$ cat src/verilog/cmsld_pkg.sv
package cmsld_pkg;
   // ----------------------------------------------------------------
   // Timing
   // ----------------------------------------------------------------
   localparam int CLK_KHZ = 40000;
   localparam int T_ASSERT_MS = 200;
   localparam int T_RELEASE_MS = 3000;
   localparam int T_PW_IDLE_MS = 15000;
   localparam int T_WAKE_DISCH_MS = 2000;
   localparam int T_MODE_DISCH_MS = 100;
   localparam int ASSERT_CYC = T_ASSERT_MS * CLK_KHZ;
   localparam int RELEASE_CYC = T_RELEASE_MS * CLK_KHZ;
   localparam int PW_IDLE_CYC = T_PW_IDLE_MS * CLK_KHZ;
   localparam int WAKE_DISCH_CYC = T_WAKE_DISCH_MS * CLK_KHZ + 1;
   localparam int MODE_DISCH_CYC = T_MODE_DISCH_MS * CLK_KHZ;
   localparam int TIMER_W = 32;
   // ----------------------------------------------------------------
   // Register map
   // ----------------------------------------------------------------
   localparam int ADDR_W = 8;
   localparam logic [7:0] ADDR_CTRL = 8'h00;
   localparam logic [7:0] ADDR_STATUS = 8'h04;
   localparam logic [31:0] CTRL_RESET = 32'h0000_0001;
   localparam int CTRL_HID_BIT = 0;
   localparam int ST_MODE_LSB = 0;
   localparam int ST_PW_LSB = 4;
   localparam int ST_LD_BIT = 8;
   localparam int ST_DISCH_BIT = 9;
   localparam int ST_PORT_LSB = 12;
   localparam int ST_LPN_BIT = 17;
   // ----------------------------------------------------------------
   // Types
   // ----------------------------------------------------------------
   typedef enum logic [2:0] {
      MODE_DISCHARGE = 3'h0,
      MODE_AUTO = 3'h1,
      MODE_SHORTED = 3'h3,
      MODE_DIVIDER = 3'h2,
      MODE_STD_ONE = 3'h6,
      MODE_STD_TWO = 3'h7,
      MODE_DOWNSTREAM = 3'h5
   } cmsld_mode_t;
   typedef enum logic [1:0] {
      PW_CHARGE = 2'h0,
      PW_IDLE = 2'h1,
      PW_WAKE = 2'h3,
      PW_OFF = 2'h2
   } cmsld_pw_t;
   typedef struct packed {
      logic mode_sel_a;
      logic mode_sel_b;
      logic mode_sel_c;
      logic limit_select;
   } cmsld_pins_t;
   typedef struct packed {
      logic load_above;
      logic load_below;
      logic below_pw;
      logic pw_limit_hit;
      logic bc_primary;
      logic hid_present;
   } cmsld_sense_t;
   typedef struct packed {
      logic out_on;
      logic out_discharge;
      logic data_closed;
      logic high_current_limit;
      logic power_wake_limit;
   } cmsld_port_t;
   localparam cmsld_port_t PORT_RESET = 5'h08;
endpackage : cmsld_pkg

$ cat src/verilog/cmsld_sync.sv
`timescale 1ns/1ps
module cmsld_sync
#(
   parameter int W = 10
)
(
   input wire logic mclk,
   input wire logic rst,
   input wire logic [W-1:0] d,
   output logic [W-1:0] q
);
   logic [W-1:0] stage;

   if (W < 1)
      $error("cmsld_sync: width must be at least 1");

   // Two flip-flop resynchroniser
   always_ff @(posedge mclk or posedge rst)
   begin
      if (rst)
      begin
         stage <= '0;
         q <= '0;
      end
      else
      begin
         stage <= d;
         q <= stage;
      end
   end
endmodule : cmsld_sync

$ cat src/verilog/cmsld_timer.sv
`timescale 1ns/1ps
module cmsld_timer
#(
   parameter int W = 32
)
(
   input wire logic mclk,
   input wire logic rst,
   input wire logic run,
   input wire logic [W-1:0] limit,
   output logic done
);
   logic [W-1:0] count;

   if (W < 2)
      $error("cmsld_timer: width must be at least 2");

   // Counts while run holds, clears as soon as it drops
   always_ff @(posedge mclk or posedge rst)
   begin
      if (rst)
         count <= '0;
      else if (!run)
         count <= '0;
      else if (count != limit)
         count <= count + {{(W-1){1'b0}}, 1'b1};
   end

   assign done = run && (count == limit);
endmodule : cmsld_timer

$ cat src/verilog/cmsld_top.sv
// The placing of the registers and the APB register port were decided locally.
`timescale 1ns/1ps
// Notes on behaviour
// - Pins are watched continuously; all sixteen combinations pick a mode.
// - 000x discharge, 0x1x auto, x10x std one, 100/101 forced, 111 split.
// - Pins 100 lock shorted charging; limit select picks low or high.
// - Pins 101 lock divider charging; limit select picks low or high.
// - Auto mode: data switches open, high limit, detect only if select 1.
// - Code 1111: switches closed, high limit, load detection running.
// - Standard one: switches closed, limit from select, load flag idle.
// - Moving between 1111 and 1110 never discharges the output.
// - Power wake code swaps between wake limit and high limit.
// - Code 0111 uses the non power wake load thresholds.
// - Downstream mode flags load on thresholds or primary detection.
// - Covered mode changes are ignored while a HUMAN_INTERFACE_DEVICE device is present.
// - Power wake releases load flag when current stays under 45mA.
// - Load seen in power wake: flag on, output low 2s, then restored.
// - While charging in power wake the flag stays on, port watched.
// - No load in power wake: flag off, port watched for attach.
// - Flag on after 200ms above threshold, off after 3s below.
// - Under 45mA for 15s: wake limit applied and flag released.
// - Wake limit hit: flag on, discharge over 2s, then high limit.
// - Override holds the data mode on 111, 110 or 010 to 011.
module cmsld_top
#(
   parameter logic [31:0] ASSERT_CYC = 32'(cmsld_pkg::ASSERT_CYC),
   parameter logic [31:0] RELEASE_CYC = 32'(cmsld_pkg::RELEASE_CYC),
   parameter logic [31:0] PW_IDLE_CYC = 32'(cmsld_pkg::PW_IDLE_CYC),
   parameter logic [31:0] WAKE_DISCH_CYC =
      32'(cmsld_pkg::WAKE_DISCH_CYC),
   parameter logic [31:0] MODE_DISCH_CYC =
      32'(cmsld_pkg::MODE_DISCH_CYC)
)
(
   input wire logic mclk,
   input wire logic rst,
   input wire cmsld_pkg::cmsld_pins_t pins,
   input wire cmsld_pkg::cmsld_sense_t sense,
   output cmsld_pkg::cmsld_port_t port,
   output logic load_present_n,
   input wire logic [cmsld_pkg::ADDR_W-1:0] paddr,
   input wire logic psel,
   input wire logic penable,
   input wire logic pwrite,
   input wire logic [31:0] pwdata,
   output logic [31:0] prdata,
   output logic pready,
   output logic pslverr
);
   import cmsld_pkg::*;

   if (ASSERT_CYC < 32'h1 || RELEASE_CYC < 32'h1 || PW_IDLE_CYC < 32'h1 ||
       WAKE_DISCH_CYC < 32'h1 || MODE_DISCH_CYC < 32'h1)
      $error("cmsld_top: every duration needs at least one cycle");

   // ----------------------------------------------------------------
   // Input resynchronisation
   // ----------------------------------------------------------------
   cmsld_pins_t s_pins;
   cmsld_sense_t s_sense;

   // Pins and sense levels pass two flops before anything decodes them
   cmsld_sync #(.W(10)) u_sync
   (
      .mclk(mclk),
      .rst(rst),
      .d({pins, sense}),
      .q({s_pins, s_sense})
   );

   // ----------------------------------------------------------------
   // Mode decode
   // ----------------------------------------------------------------
   function automatic cmsld_mode_t decode_mode(input cmsld_pins_t p);
      logic [3:0] c;
      c = p;
      case (c[3:1])
         3'h0: decode_mode = MODE_DISCHARGE;
         3'h1, 3'h3: decode_mode = MODE_AUTO;
         3'h2, 3'h6: decode_mode = MODE_STD_ONE;
         3'h4: decode_mode = MODE_SHORTED;
         3'h5: decode_mode = MODE_DIVIDER;
         3'h7: decode_mode = c[0] ? MODE_DOWNSTREAM : MODE_STD_TWO;
         default: decode_mode = MODE_DISCHARGE;
      endcase
   endfunction : decode_mode

   cmsld_mode_t mode;
   cmsld_pw_t pw_state;
   cmsld_pw_t next_pw_state;
   logic [31:0] ctrl;
   logic disch_active;
   logic ld_flag;
   wire logic [2:0] code = {s_pins.mode_sel_a, s_pins.mode_sel_b,
                            s_pins.mode_sel_c};
   wire logic s_lim = s_pins.limit_select;
   wire cmsld_mode_t cmd_mode = decode_mode(s_pins);

   // Wake override: data mode kept when 011 is commanded with HUMAN_INTERFACE_DEVICE present
   wire logic data_mode = (mode == MODE_DOWNSTREAM) ||
                          (mode == MODE_STD_TWO) || (mode == MODE_STD_ONE);
   wire logic hid_block = ctrl[CTRL_HID_BIT] && s_sense.hid_present &&
                          data_mode && (code == 3'h3);
   wire logic mode_change = (cmd_mode != mode) && !disch_active &&
                            !hid_block;
   wire logic pair_move = ((mode == MODE_DOWNSTREAM) &&
                           (cmd_mode == MODE_STD_TWO)) ||
                          ((mode == MODE_STD_TWO) &&
                           (cmd_mode == MODE_DOWNSTREAM));

   // ----------------------------------------------------------------
   // Load detection qualifiers
   // ----------------------------------------------------------------
   wire logic pw_mode = (mode == MODE_AUTO) && (code == 3'h1) && s_lim;
   wire logic ld_on = ((mode == MODE_AUTO) && (code == 3'h3) && s_lim) ||
                      (mode == MODE_DOWNSTREAM);
   wire logic asrt_run = ld_on && !ld_flag && s_sense.load_above;
   wire logic rel_run = ld_on && ld_flag && s_sense.load_below;
   wire logic idle_run = (pw_state == PW_CHARGE) && s_sense.below_pw;
   wire logic wake_run = (pw_state == PW_WAKE);
   wire logic asrt_done;
   wire logic rel_done;
   wire logic idle_done;
   wire logic wake_done;
   wire logic disch_done;

   // Durations counted on the block clock
   cmsld_timer #(.W(TIMER_W)) u_asrt
   (
      .mclk(mclk), .rst(rst), .run(asrt_run), .limit(ASSERT_CYC),
      .done(asrt_done)
   );
   cmsld_timer #(.W(TIMER_W)) u_rel
   (
      .mclk(mclk), .rst(rst), .run(rel_run), .limit(RELEASE_CYC),
      .done(rel_done)
   );
   cmsld_timer #(.W(TIMER_W)) u_idle
   (
      .mclk(mclk), .rst(rst), .run(idle_run), .limit(PW_IDLE_CYC),
      .done(idle_done)
   );
   cmsld_timer #(.W(TIMER_W)) u_wake
   (
      .mclk(mclk), .rst(rst), .run(wake_run), .limit(WAKE_DISCH_CYC),
      .done(wake_done)
   );
   cmsld_timer #(.W(TIMER_W)) u_disch
   (
      .mclk(mclk), .rst(rst), .run(disch_active), .limit(MODE_DISCH_CYC),
      .done(disch_done)
   );

   // ----------------------------------------------------------------
   // Mode register and renegotiation discharge
   // ----------------------------------------------------------------
   // New mode taken; discharge runs except between the two 111 codes or when entering discharge mode
   always_ff @(posedge mclk or posedge rst)
   begin
      if (rst)
      begin
         mode <= MODE_DISCHARGE;
         disch_active <= 1'b0;
      end
      else if (mode_change)
      begin
         mode <= cmd_mode;
         disch_active <= !pair_move && (cmd_mode != MODE_DISCHARGE);
      end
      else if (disch_done)
         disch_active <= 1'b0;
   end

   // ----------------------------------------------------------------
   // Load present flag, non power wake thresholds
   // ----------------------------------------------------------------
   wire logic bc_hit = (mode == MODE_DOWNSTREAM) && s_sense.bc_primary;
   wire logic next_ld_flag = !ld_on ? 1'b0 :
                             (asrt_done || bc_hit) ? 1'b1 :
                             rel_done ? 1'b0 : ld_flag;

   always_ff @(posedge mclk or posedge rst)
   begin
      if (rst)
         ld_flag <= 1'b0;
      else
         ld_flag <= next_ld_flag;
   end

   // ----------------------------------------------------------------
   // Power wake state machine
   // ----------------------------------------------------------------
   always_comb
   begin
      next_pw_state = pw_state;
      case (pw_state)
         PW_OFF: next_pw_state = pw_mode ? PW_CHARGE : PW_OFF;
         PW_CHARGE: if (idle_done) next_pw_state = PW_IDLE;
         PW_IDLE: if (s_sense.pw_limit_hit) next_pw_state = PW_WAKE;
         PW_WAKE: if (wake_done) next_pw_state = PW_CHARGE;
         default: next_pw_state = PW_OFF;
      endcase
      if (!pw_mode)
         next_pw_state = PW_OFF;
   end

   always_ff @(posedge mclk or posedge rst)
   begin
      if (rst)
         pw_state <= PW_OFF;
      else
         pw_state <= next_pw_state;
   end

   // ----------------------------------------------------------------
   // Port outputs
   // ----------------------------------------------------------------
   wire logic hold_low = (mode == MODE_DISCHARGE) || disch_active ||
                         (pw_state == PW_WAKE);
   wire logic closed = (mode == MODE_STD_ONE) || (mode == MODE_STD_TWO) ||
                       (mode == MODE_DOWNSTREAM);
   wire logic use_pw_lim = pw_mode && (pw_state == PW_IDLE);
   wire logic use_high = (mode == MODE_AUTO) ? !use_pw_lim :
                         (mode == MODE_DOWNSTREAM) ? 1'b1 :
                         (mode == MODE_STD_TWO) ? 1'b0 :
                         s_lim;
   wire logic lp_on = pw_mode ? ((pw_state == PW_CHARGE) ||
                                 (pw_state == PW_WAKE)) :
                      (ld_flag && ld_on);
   wire cmsld_port_t next_port = '{
      out_on: !hold_low,
      out_discharge: hold_low,
      data_closed: closed && !hold_low,
      high_current_limit: use_high,
      power_wake_limit: use_pw_lim
   };

   // Outputs leave from flops; reset parks the port discharged
   always_ff @(posedge mclk or posedge rst)
   begin
      if (rst)
      begin
         port <= PORT_RESET;
         load_present_n <= 1'b1;
      end
      else
      begin
         port <= next_port;
         load_present_n <= !lp_on;
      end
   end

   // ----------------------------------------------------------------
   // APB slave, no wait states
   // ----------------------------------------------------------------
   wire logic setup = psel && !penable;
   wire logic hit_ctrl = (paddr == ADDR_CTRL);
   wire logic hit_stat = (paddr == ADDR_STATUS);
   wire logic wr_ctrl = psel && penable && pready && pwrite && hit_ctrl;
   wire logic [31:0] status_word =
      (32'(mode) << ST_MODE_LSB) | (32'(pw_state) << ST_PW_LSB) |
      (32'(ld_flag) << ST_LD_BIT) | (32'(disch_active) << ST_DISCH_BIT) |
      (32'(port) << ST_PORT_LSB) | (32'(load_present_n) << ST_LPN_BIT);
   wire logic [31:0] rd_word = hit_ctrl ? ctrl :
                               hit_stat ? status_word : 32'h0000_0000;
   wire logic bad = !(hit_ctrl || (hit_stat && !pwrite));

   // Answer prepared in setup, presented through the access phase
   always_ff @(posedge mclk or posedge rst)
   begin
      if (rst)
      begin
         pready <= 1'b0;
         pslverr <= 1'b0;
         prdata <= 32'h0000_0000;
      end
      else
      begin
         pready <= setup;
         pslverr <= setup && bad;
         prdata <= (setup && !pwrite) ? rd_word : 32'h0000_0000;
      end
   end

   // Control word, only the override enable bit is kept
   always_ff @(posedge mclk or posedge rst)
   begin
      if (rst)
         ctrl <= CTRL_RESET;
      else if (wr_ctrl)
         ctrl <= pwdata & CTRL_RESET;
   end

   // ----------------------------------------------------------------
   // Checks
   // ----------------------------------------------------------------
   chk_discharge_holds: assert property (
      @(posedge mclk) disable iff (rst)
      mode == MODE_DISCHARGE |=> !port.out_on && port.out_discharge)
      else $error("discharge mode left the output on");

   chk_forced_limit: assert property (
      @(posedge mclk) disable iff (rst)
      (mode == MODE_SHORTED || mode == MODE_DIVIDER)
      |=> port.high_current_limit == $past(s_lim))
      else $error("forced mode limit does not follow select");

   chk_auto_open: assert property (
      @(posedge mclk) disable iff (rst)
      mode == MODE_AUTO && pw_state != PW_IDLE
      |=> !port.data_closed && port.high_current_limit)
      else $error("auto mode switches or limit wrong");

   chk_downstream_port: assert property (
      @(posedge mclk) disable iff (rst)
      mode == MODE_DOWNSTREAM && !disch_active
      |=> port.data_closed && port.high_current_limit)
      else $error("downstream port not closed at high limit");

   chk_std_one_flag: assert property (
      @(posedge mclk) disable iff (rst)
      mode == MODE_STD_ONE |=> load_present_n)
      else $error("load flag active in standard port one");

   chk_pair_quiet: assert property (
      @(posedge mclk) disable iff (rst)
      ($past(mode) == MODE_DOWNSTREAM && mode == MODE_STD_TWO) ||
      ($past(mode) == MODE_STD_TWO && mode == MODE_DOWNSTREAM)
      |-> !disch_active)
      else $error("discharge between the two 111 codes");

   chk_hid_hold: assert property (
      @(posedge mclk) disable iff (rst)
      hid_block |=> mode == $past(mode))
      else $error("mode moved under the wake override");

   chk_pw_release: assert property (
      @(posedge mclk) disable iff (rst)
      pw_state == PW_IDLE && pw_mode
      |=> load_present_n && port.power_wake_limit)
      else $error("power wake idle keeps flag or limit");

   chk_wake_low: assert property (
      @(posedge mclk) disable iff (rst)
      $rose(pw_state == PW_WAKE) |=> (!port.out_on && !load_present_n)[*8])
      else $error("wake discharge not held");

   chk_flag_cause: assert property (
      @(posedge mclk) disable iff (rst)
      $rose(ld_flag) |-> $past(asrt_done) || $past(bc_hit))
      else $error("load flag rose without qualified load");
endmodule : cmsld_top

$ cat config.mk
export PLATFORM = sky130hd
export DESIGN_NAME = cmsld_top
export DESIGN_NICKNAME = d
export VERILOG_FILES = /design/src/verilog/cmsld_pkg.sv /design/src/verilog/cmsld_sync.sv /design/src/verilog/cmsld_timer.sv /design/src/verilog/cmsld_top.sv
export SDC_FILE = /design/constraint.sdc
export NUM_CORES = 1
export LEC_CHECK = 0
export BUFFER_PORTS_ARGS = -buffer_cell sky130_fd_sc_hd__buf_2
export CAP_MARGIN = 40
export CORE_UTILIZATION = 55
export CTS_CLUSTER_DIAMETER = 80
export DETAILED_ROUTE_END_ITERATION = 10
export PLACE_DENSITY_LB_ADDON = 0.12
export SLEW_MARGIN = 5
export SYNTH_ARGS = -nofsm -noshare
export SYNTH_HDL_FRONTEND = slang
export SYNTH_SLANG_ARGS = --single-unit
$ cat constraint.sdc
create_clock -name mclk -period 10.2 [get_ports mclk]
set_clock_uncertainty 0.05 [all_clocks]
set_input_delay 2.04 -clock mclk [delete_from_list [all_inputs] [get_ports mclk]]
set_output_delay 2.04 -clock mclk [all_outputs]
set_load 0.02 [all_outputs]
=== After elaboration in Yosys (flattened, before gate mapping) ===
Index checks and enable logic that the tools add are counted.

* Logic and storage cells: 160
* Bits in registers: 214

* Muxes and demuxes: 29
* Reduce and logical (&&, ||, !) cells: 63
* Bitwise operators: 5
* Add/subtract/negate cells: 5
* Equality and inequality tests: 37

{| class="wikitable"
|+ Operators with widths
! operator !! number
|-
| two-way mux 32 bit || 10
|-
| adder 32 x 1 -> 32 bit, second input constant || 5
|-
| == test 32 x 27 -> 1 bit, second input constant || 2
|-
| != test 32 x 27 -> 1 bit, second input constant || 2
|-
| two-way mux 18 bit || 3
|-
| logical AND 1 bit || 33
|-
| == test 32 x 22 -> 1 bit, second input constant || 1
|-
| == test 32 x 23 -> 1 bit, second input constant || 1
|-
| == test 32 x 30 -> 1 bit, second input constant || 1
|-
| != test 32 x 22 -> 1 bit, second input constant || 1
|-
| != test 32 x 23 -> 1 bit, second input constant || 1
|-
| != test 32 x 30 -> 1 bit, second input constant || 1
|-
| == test 3 bit, second input constant || 9
|-
| OR 17 x 18 -> 18 bit || 1
|-
| one-hot mux 3 bit (6 select lines) || 1
|-
| OR 10 x 17 -> 17 bit || 1
|-
| logical OR 1 bit || 11
|-
| zero test 1 bit || 10
|-
| two-way mux 2 bit || 5
|-
| OR 9 x 10 -> 10 bit || 1
|-
| two-way mux 1 bit || 9
|-
| OR 6 x 9 -> 9 bit || 1
|-
| == test 8 x 3 -> 1 bit, second input constant || 1
|-
| zero test 8 bit || 1
|-
| other kinds (18) || 27
|}

=== Longest topological paths before layout ===
* Depth in word-level cells: 10
* Gate-level depth with buffers: 9

=== Modules after synthesis ===
From an unflattened synthesis, not the netlist that was laid out.

* Cells, all modules: 1468
* Area total of the unflattened synthesis: 13504.2 µm²

{| class="wikitable"
|+ Modules (own cells, without submodules)
! module !! seq. area each (µm²) !! times used !! cells an instance !! area an instance (µm²)
|-
| cmsld_timer at u_asrt ... || 800.8 || 4 || 257 || 2290.9
|-
| cmsld_timer at u_disch || 800.8 || 1 || 258 || 2208.4
|-
| cmsld_top || 730.7 || 1 || 161 || 1627.8
|-
| cmsld_sync || 500.5 || 1 || 21 || 504.2
|}

=== Worst setup path after synthesis ===
Ideal clock, no wire load.

* Path kind: input -> register
* From: input paddr[5] (netlist name)
* To: register prdata[2]
* Path buffers: 1
* Required time: 10.084 ns
* Cell stages on the path: 5
* Slack: 6.983 ns
* Arrival: 3.101 ns
* Cell sequence: nor4_1 -> nand2_1 -> nor4b_1 -> clkbuf_1 -> and2_1

* Word-level cells in the longest chain between the ends: 4
* Elaborated cells on any way between the ends: 5
* Those cells by class: eq/ne: 1; mux: 3; reduce/logical: 1

{| class="wikitable"
|+ RTL lines
! element !! line !! RTL
|-
| from (decl) || cmsld_top.sv:41 || <nowiki>input wire logic [cmsld_pkg::ADDR_W-1:0] paddr,</nowiki>
|-
| == test 8 x 3 -> 1 bit || cmsld_top.sv:258 || <nowiki>wire logic hit_stat = (paddr == ADDR_STATUS);</nowiki>
|-
| two-way mux 18 bit || cmsld_top.sv:265 || <nowiki>hit_stat ? status_word : 32'h0000_0000;</nowiki>
|-
| two-way mux 18 bit (*) || cmsld_top.sv:264 || <nowiki>wire logic [31:0] rd_word = hit_ctrl ? ctrl :</nowiki>
|-
| two-way mux 18 bit (*) || cmsld_top.sv:281 || <nowiki>prdata <= (setup && !pwrite) ? rd_word : 32'h0000_0000;</nowiki>
|-
| to (signal assigned) || cmsld_top.sv:281 ||
|-
| to (decl) || cmsld_top.sv:46 || <nowiki>output logic [31:0] prdata,</nowiki>
|}

Every way passes the cells marked *; elsewhere a longest branch is shown, timed or not.
A chain may end at the register's enable or synchronous reset.

=== Worst setup path after layout ===
* From: register load_present_n
* To: output load_present_n

{| class="wikitable"
|+ RTL lines
! element !! line !! RTL
|-
| from (decl) || cmsld_top.sv:40 || <nowiki>output logic load_present_n,</nowiki>
|-
| from (signal assigned) || cmsld_top.sv:249 || <nowiki>load_present_n <= !lp_on;</nowiki>
|}

No word-level cell between the ends.

==> metrics.cfg <==
[detailed_routing]
via_per_inst = 5.42
wl_per_cell_um = 14.4
postRouteAntennaNets = 0
wirelength_mm = 18.8
via_count = 7080
drc = 18
drt-initial-drc-count = 352
drtPass1Iterations = 8

[clocking]
cts_buffers = 23
insertion_delay_ns = 0.50
h-tree-depth = 1
clk_pin_slew_worst_paths_ns = 0.06
cts.path.max_buffers = 3
cts_num_sinks = 209
cts_resized = 0
cts_root_buf = clkbuf_16
postCtsSetupBuffers = 0
cts_hold_buf = 0
cts_tree = built

[worst_setup_path]
cp.arrival_ns = 1.20
critical_path.top_delay_family = flip-flops
critPathBufInv = 1
ff2ff_setup_slack_ns = 7.55
crit_chain = buf_2
cp-start-kind = flop
cp_data_required_time_ns = 8.11
path_class = reg -> out
critPathCaptureType = output pin
cp_max_fo = 2
cp_slowest_cell = dfstp_2
cpPeakStageDelay_ns = 0.54

[grt]
overflow = 0
groute.usage.overall = 0.206
grt_pass1_wl_mm = 32.8
grt_max_degree = 105
grt_pass1_vias = 6849
antenna_found_initial = 0

[floorplanning]
core-area_um2 = 18100
die_h_um = 138
die_x_um = 138
start_util = 0.564
die_area_um2 = 19100
rows = 49
num_io_pins = 95

[synthesis]
ys_async_sr_fraction = 1.00
syn_area_um2 = 10200
ys_types = 57
synth_edf_count = 0
netlist_instances = 1011
synth_warnings = 0
ys_seq_elements = 209
postSynthAreaPerCell_um2 = 10.1
seq_area_frac_synth = 0.513
synth_flop_cell = dfrtp_1

[timing]
rsz0062_at_grt = false
post-route-period-util = 0.322
fmax_mhz = 304
finalHoldViolCount = 0
worst_slew_pin_slew_ns = 0.910
fin_setup_tns_ns = 0
min_period_ns = 3.29
drv_slew = 0
hold_ws_ns = 0.292
setup_viol = 0
slew_headroom = 0.392
fin_ws_ns = 6.91

[finish]
multi_input_area_um2 = 4680
area_growth_pct = 11.7
utilization = 0.630
fin_area_um2 = 11400
nNetsFinal = 1129
area.sequential_um2 = 5240
num-fill-cells = 1497
drive_above_1_share = 0.0938
diodes = 0

[placement]
port_buffers = 44
place_area_um2 = 10700
gp_congestion = 0.801
post-dp-hpwl_mm = 12.5
dp_slack_ns = 6.46

[outcome]
status = finished with violations
violations = design-rule violations

[power_and_ir_drop]
ir_drop_uv = 126
p_leak_nw = 4.93
power_density_nw_per_um2 = 159

[run]
maxCapViolCount = 0

[hold_path]
hold_class = reg -> reg

## cells by family after synthesis
kind of cell | share of synthesized area
xor gates and xnor gates | 0.119
adders and majority gates | 0.0159
DFF | 0.513
muxes | 0.00735
AOI/OAI and AO/OA | 0.0413
buffers and inverters | 0.0364
and+or+nand+nor | 0.267
other | 0.000367
## where the power goes
group	leakage, nW	internal, W	total, W	switching (W)
registers	2.83	0.000858	0.000900	0.0000421
logic	1.76	0.0000616	0.000148	0.0000863
clock network	0.344	0.000454	0.000769	0.000315
## layout by cell type (no fill, tap or decap), drive strengths merged, types with 3 or more instances in the layout
master / instances
o21ai: 21
or4: 7
xor2: 64
mux2i: 3
and3: 31
inv: 32
conb: 19
and2: 63
nor2: 121
xnor2: 75
ha: 13
a21oi: 14
or3: 21
nand2: 64
clkbuf: 38
nor4b: 11
a21boi: 9
nor3b: 4
buf: 54
nor3: 19
nand4: 39
mux2: 4
dfrtp: 205
nand3: 51
nand2b: 3
and4: 18
dfstp: 4
nor4: 20
nor2b: 16
o31ai: 3
## through the flow
stage / power, W / cells
6_report: 0.00182 / 1306
5_1_grt: 0.00190 / 1306
4_1_cts: 0.00184 / 1306
3_5_place_dp: 0.00106 / 1265
3_3_place_gp: 0.00105 / 1259
2_1_floorplan: 0.00102 / 1029
## layer usage
layer	wire [um]	up-vias	track usage	part of all wire
li1	-	3536	-	-
met1	9550	3428	0.304	0.51
met2	8330	89	0.321	0.44
met3	593	27	0.0294	0.031
met4	378	0	0.0550	0.020
met5	0	-	0	0
## synthesized netlist by cell type (18+ instances only)
cell type / number / area share
and2_1: 63 / 0.039
and3_1: 31 / 0.019
and4_1: 18 / 0.015
buf_4: 19 / 0.014
clkbuf_1: 26 / 0.0096
dfrtp_1: 205 / 0.50
inv_1: 31 / 0.011
nand2_1: 64 / 0.024
nand3_1: 51 / 0.025
nand4_1: 39 / 0.024
nor2_1: 120 / 0.044
nor3_1: 19 / 0.0093
nor4_1: 19 / 0.012
o21ai_0: 21 / 0.010
or3_1: 20 / 0.012
xnor2_1: 75 / 0.064
xor2_1: 64 / 0.055
## sequential cells by signal, summed over array words and instances (netlist names), 2 cells and up
signal / flops
u_asrt.count: 32
u_disch.count: 32
u_idle.count: 32
u_rel.count: 32
u_wake.count: 32
prdata: 13
u_sync.q: 10
u_sync.stage: 10
port: 5
mode: 3
pw_state: 2
## area by class of cell
cell class | count | area share
tap | 229 | 0.0251
timing repair buffer | 54 | 0.0333
clock buffer | 38 | 0.0598
inverter | 31 | 0.0109
sequential | 209 | 0.459
clock inverter | 3 | 0.00165
multi-input combinational | 742 | 0.410
## final timing paths
path / from / to / cells after the start
setup reg to reg: u_disch.count[6]$_DFFE_PP0N_ / u_disch.count[26]$_DFFE_PP0N_ / 6
max in group asynchronous: rst / port[3]$_DFF_PP1_ / 5
min in group asynchronous: rst / u_wake.count[4]$_DFFE_PP0N_ / 2
setup / recovery: load_present_n$_DFF_PP1_ / load_present_n / 1
hold reg to reg: u_sync.stage[8]$_DFF_PP0_ / u_sync.q[8]$_DFF_PP0_ / 0
hold / removal: u_sync.stage[8]$_DFF_PP0_ / u_sync.q[8]$_DFF_PP0_ / 0
Power figures use the tool's default switching activity.
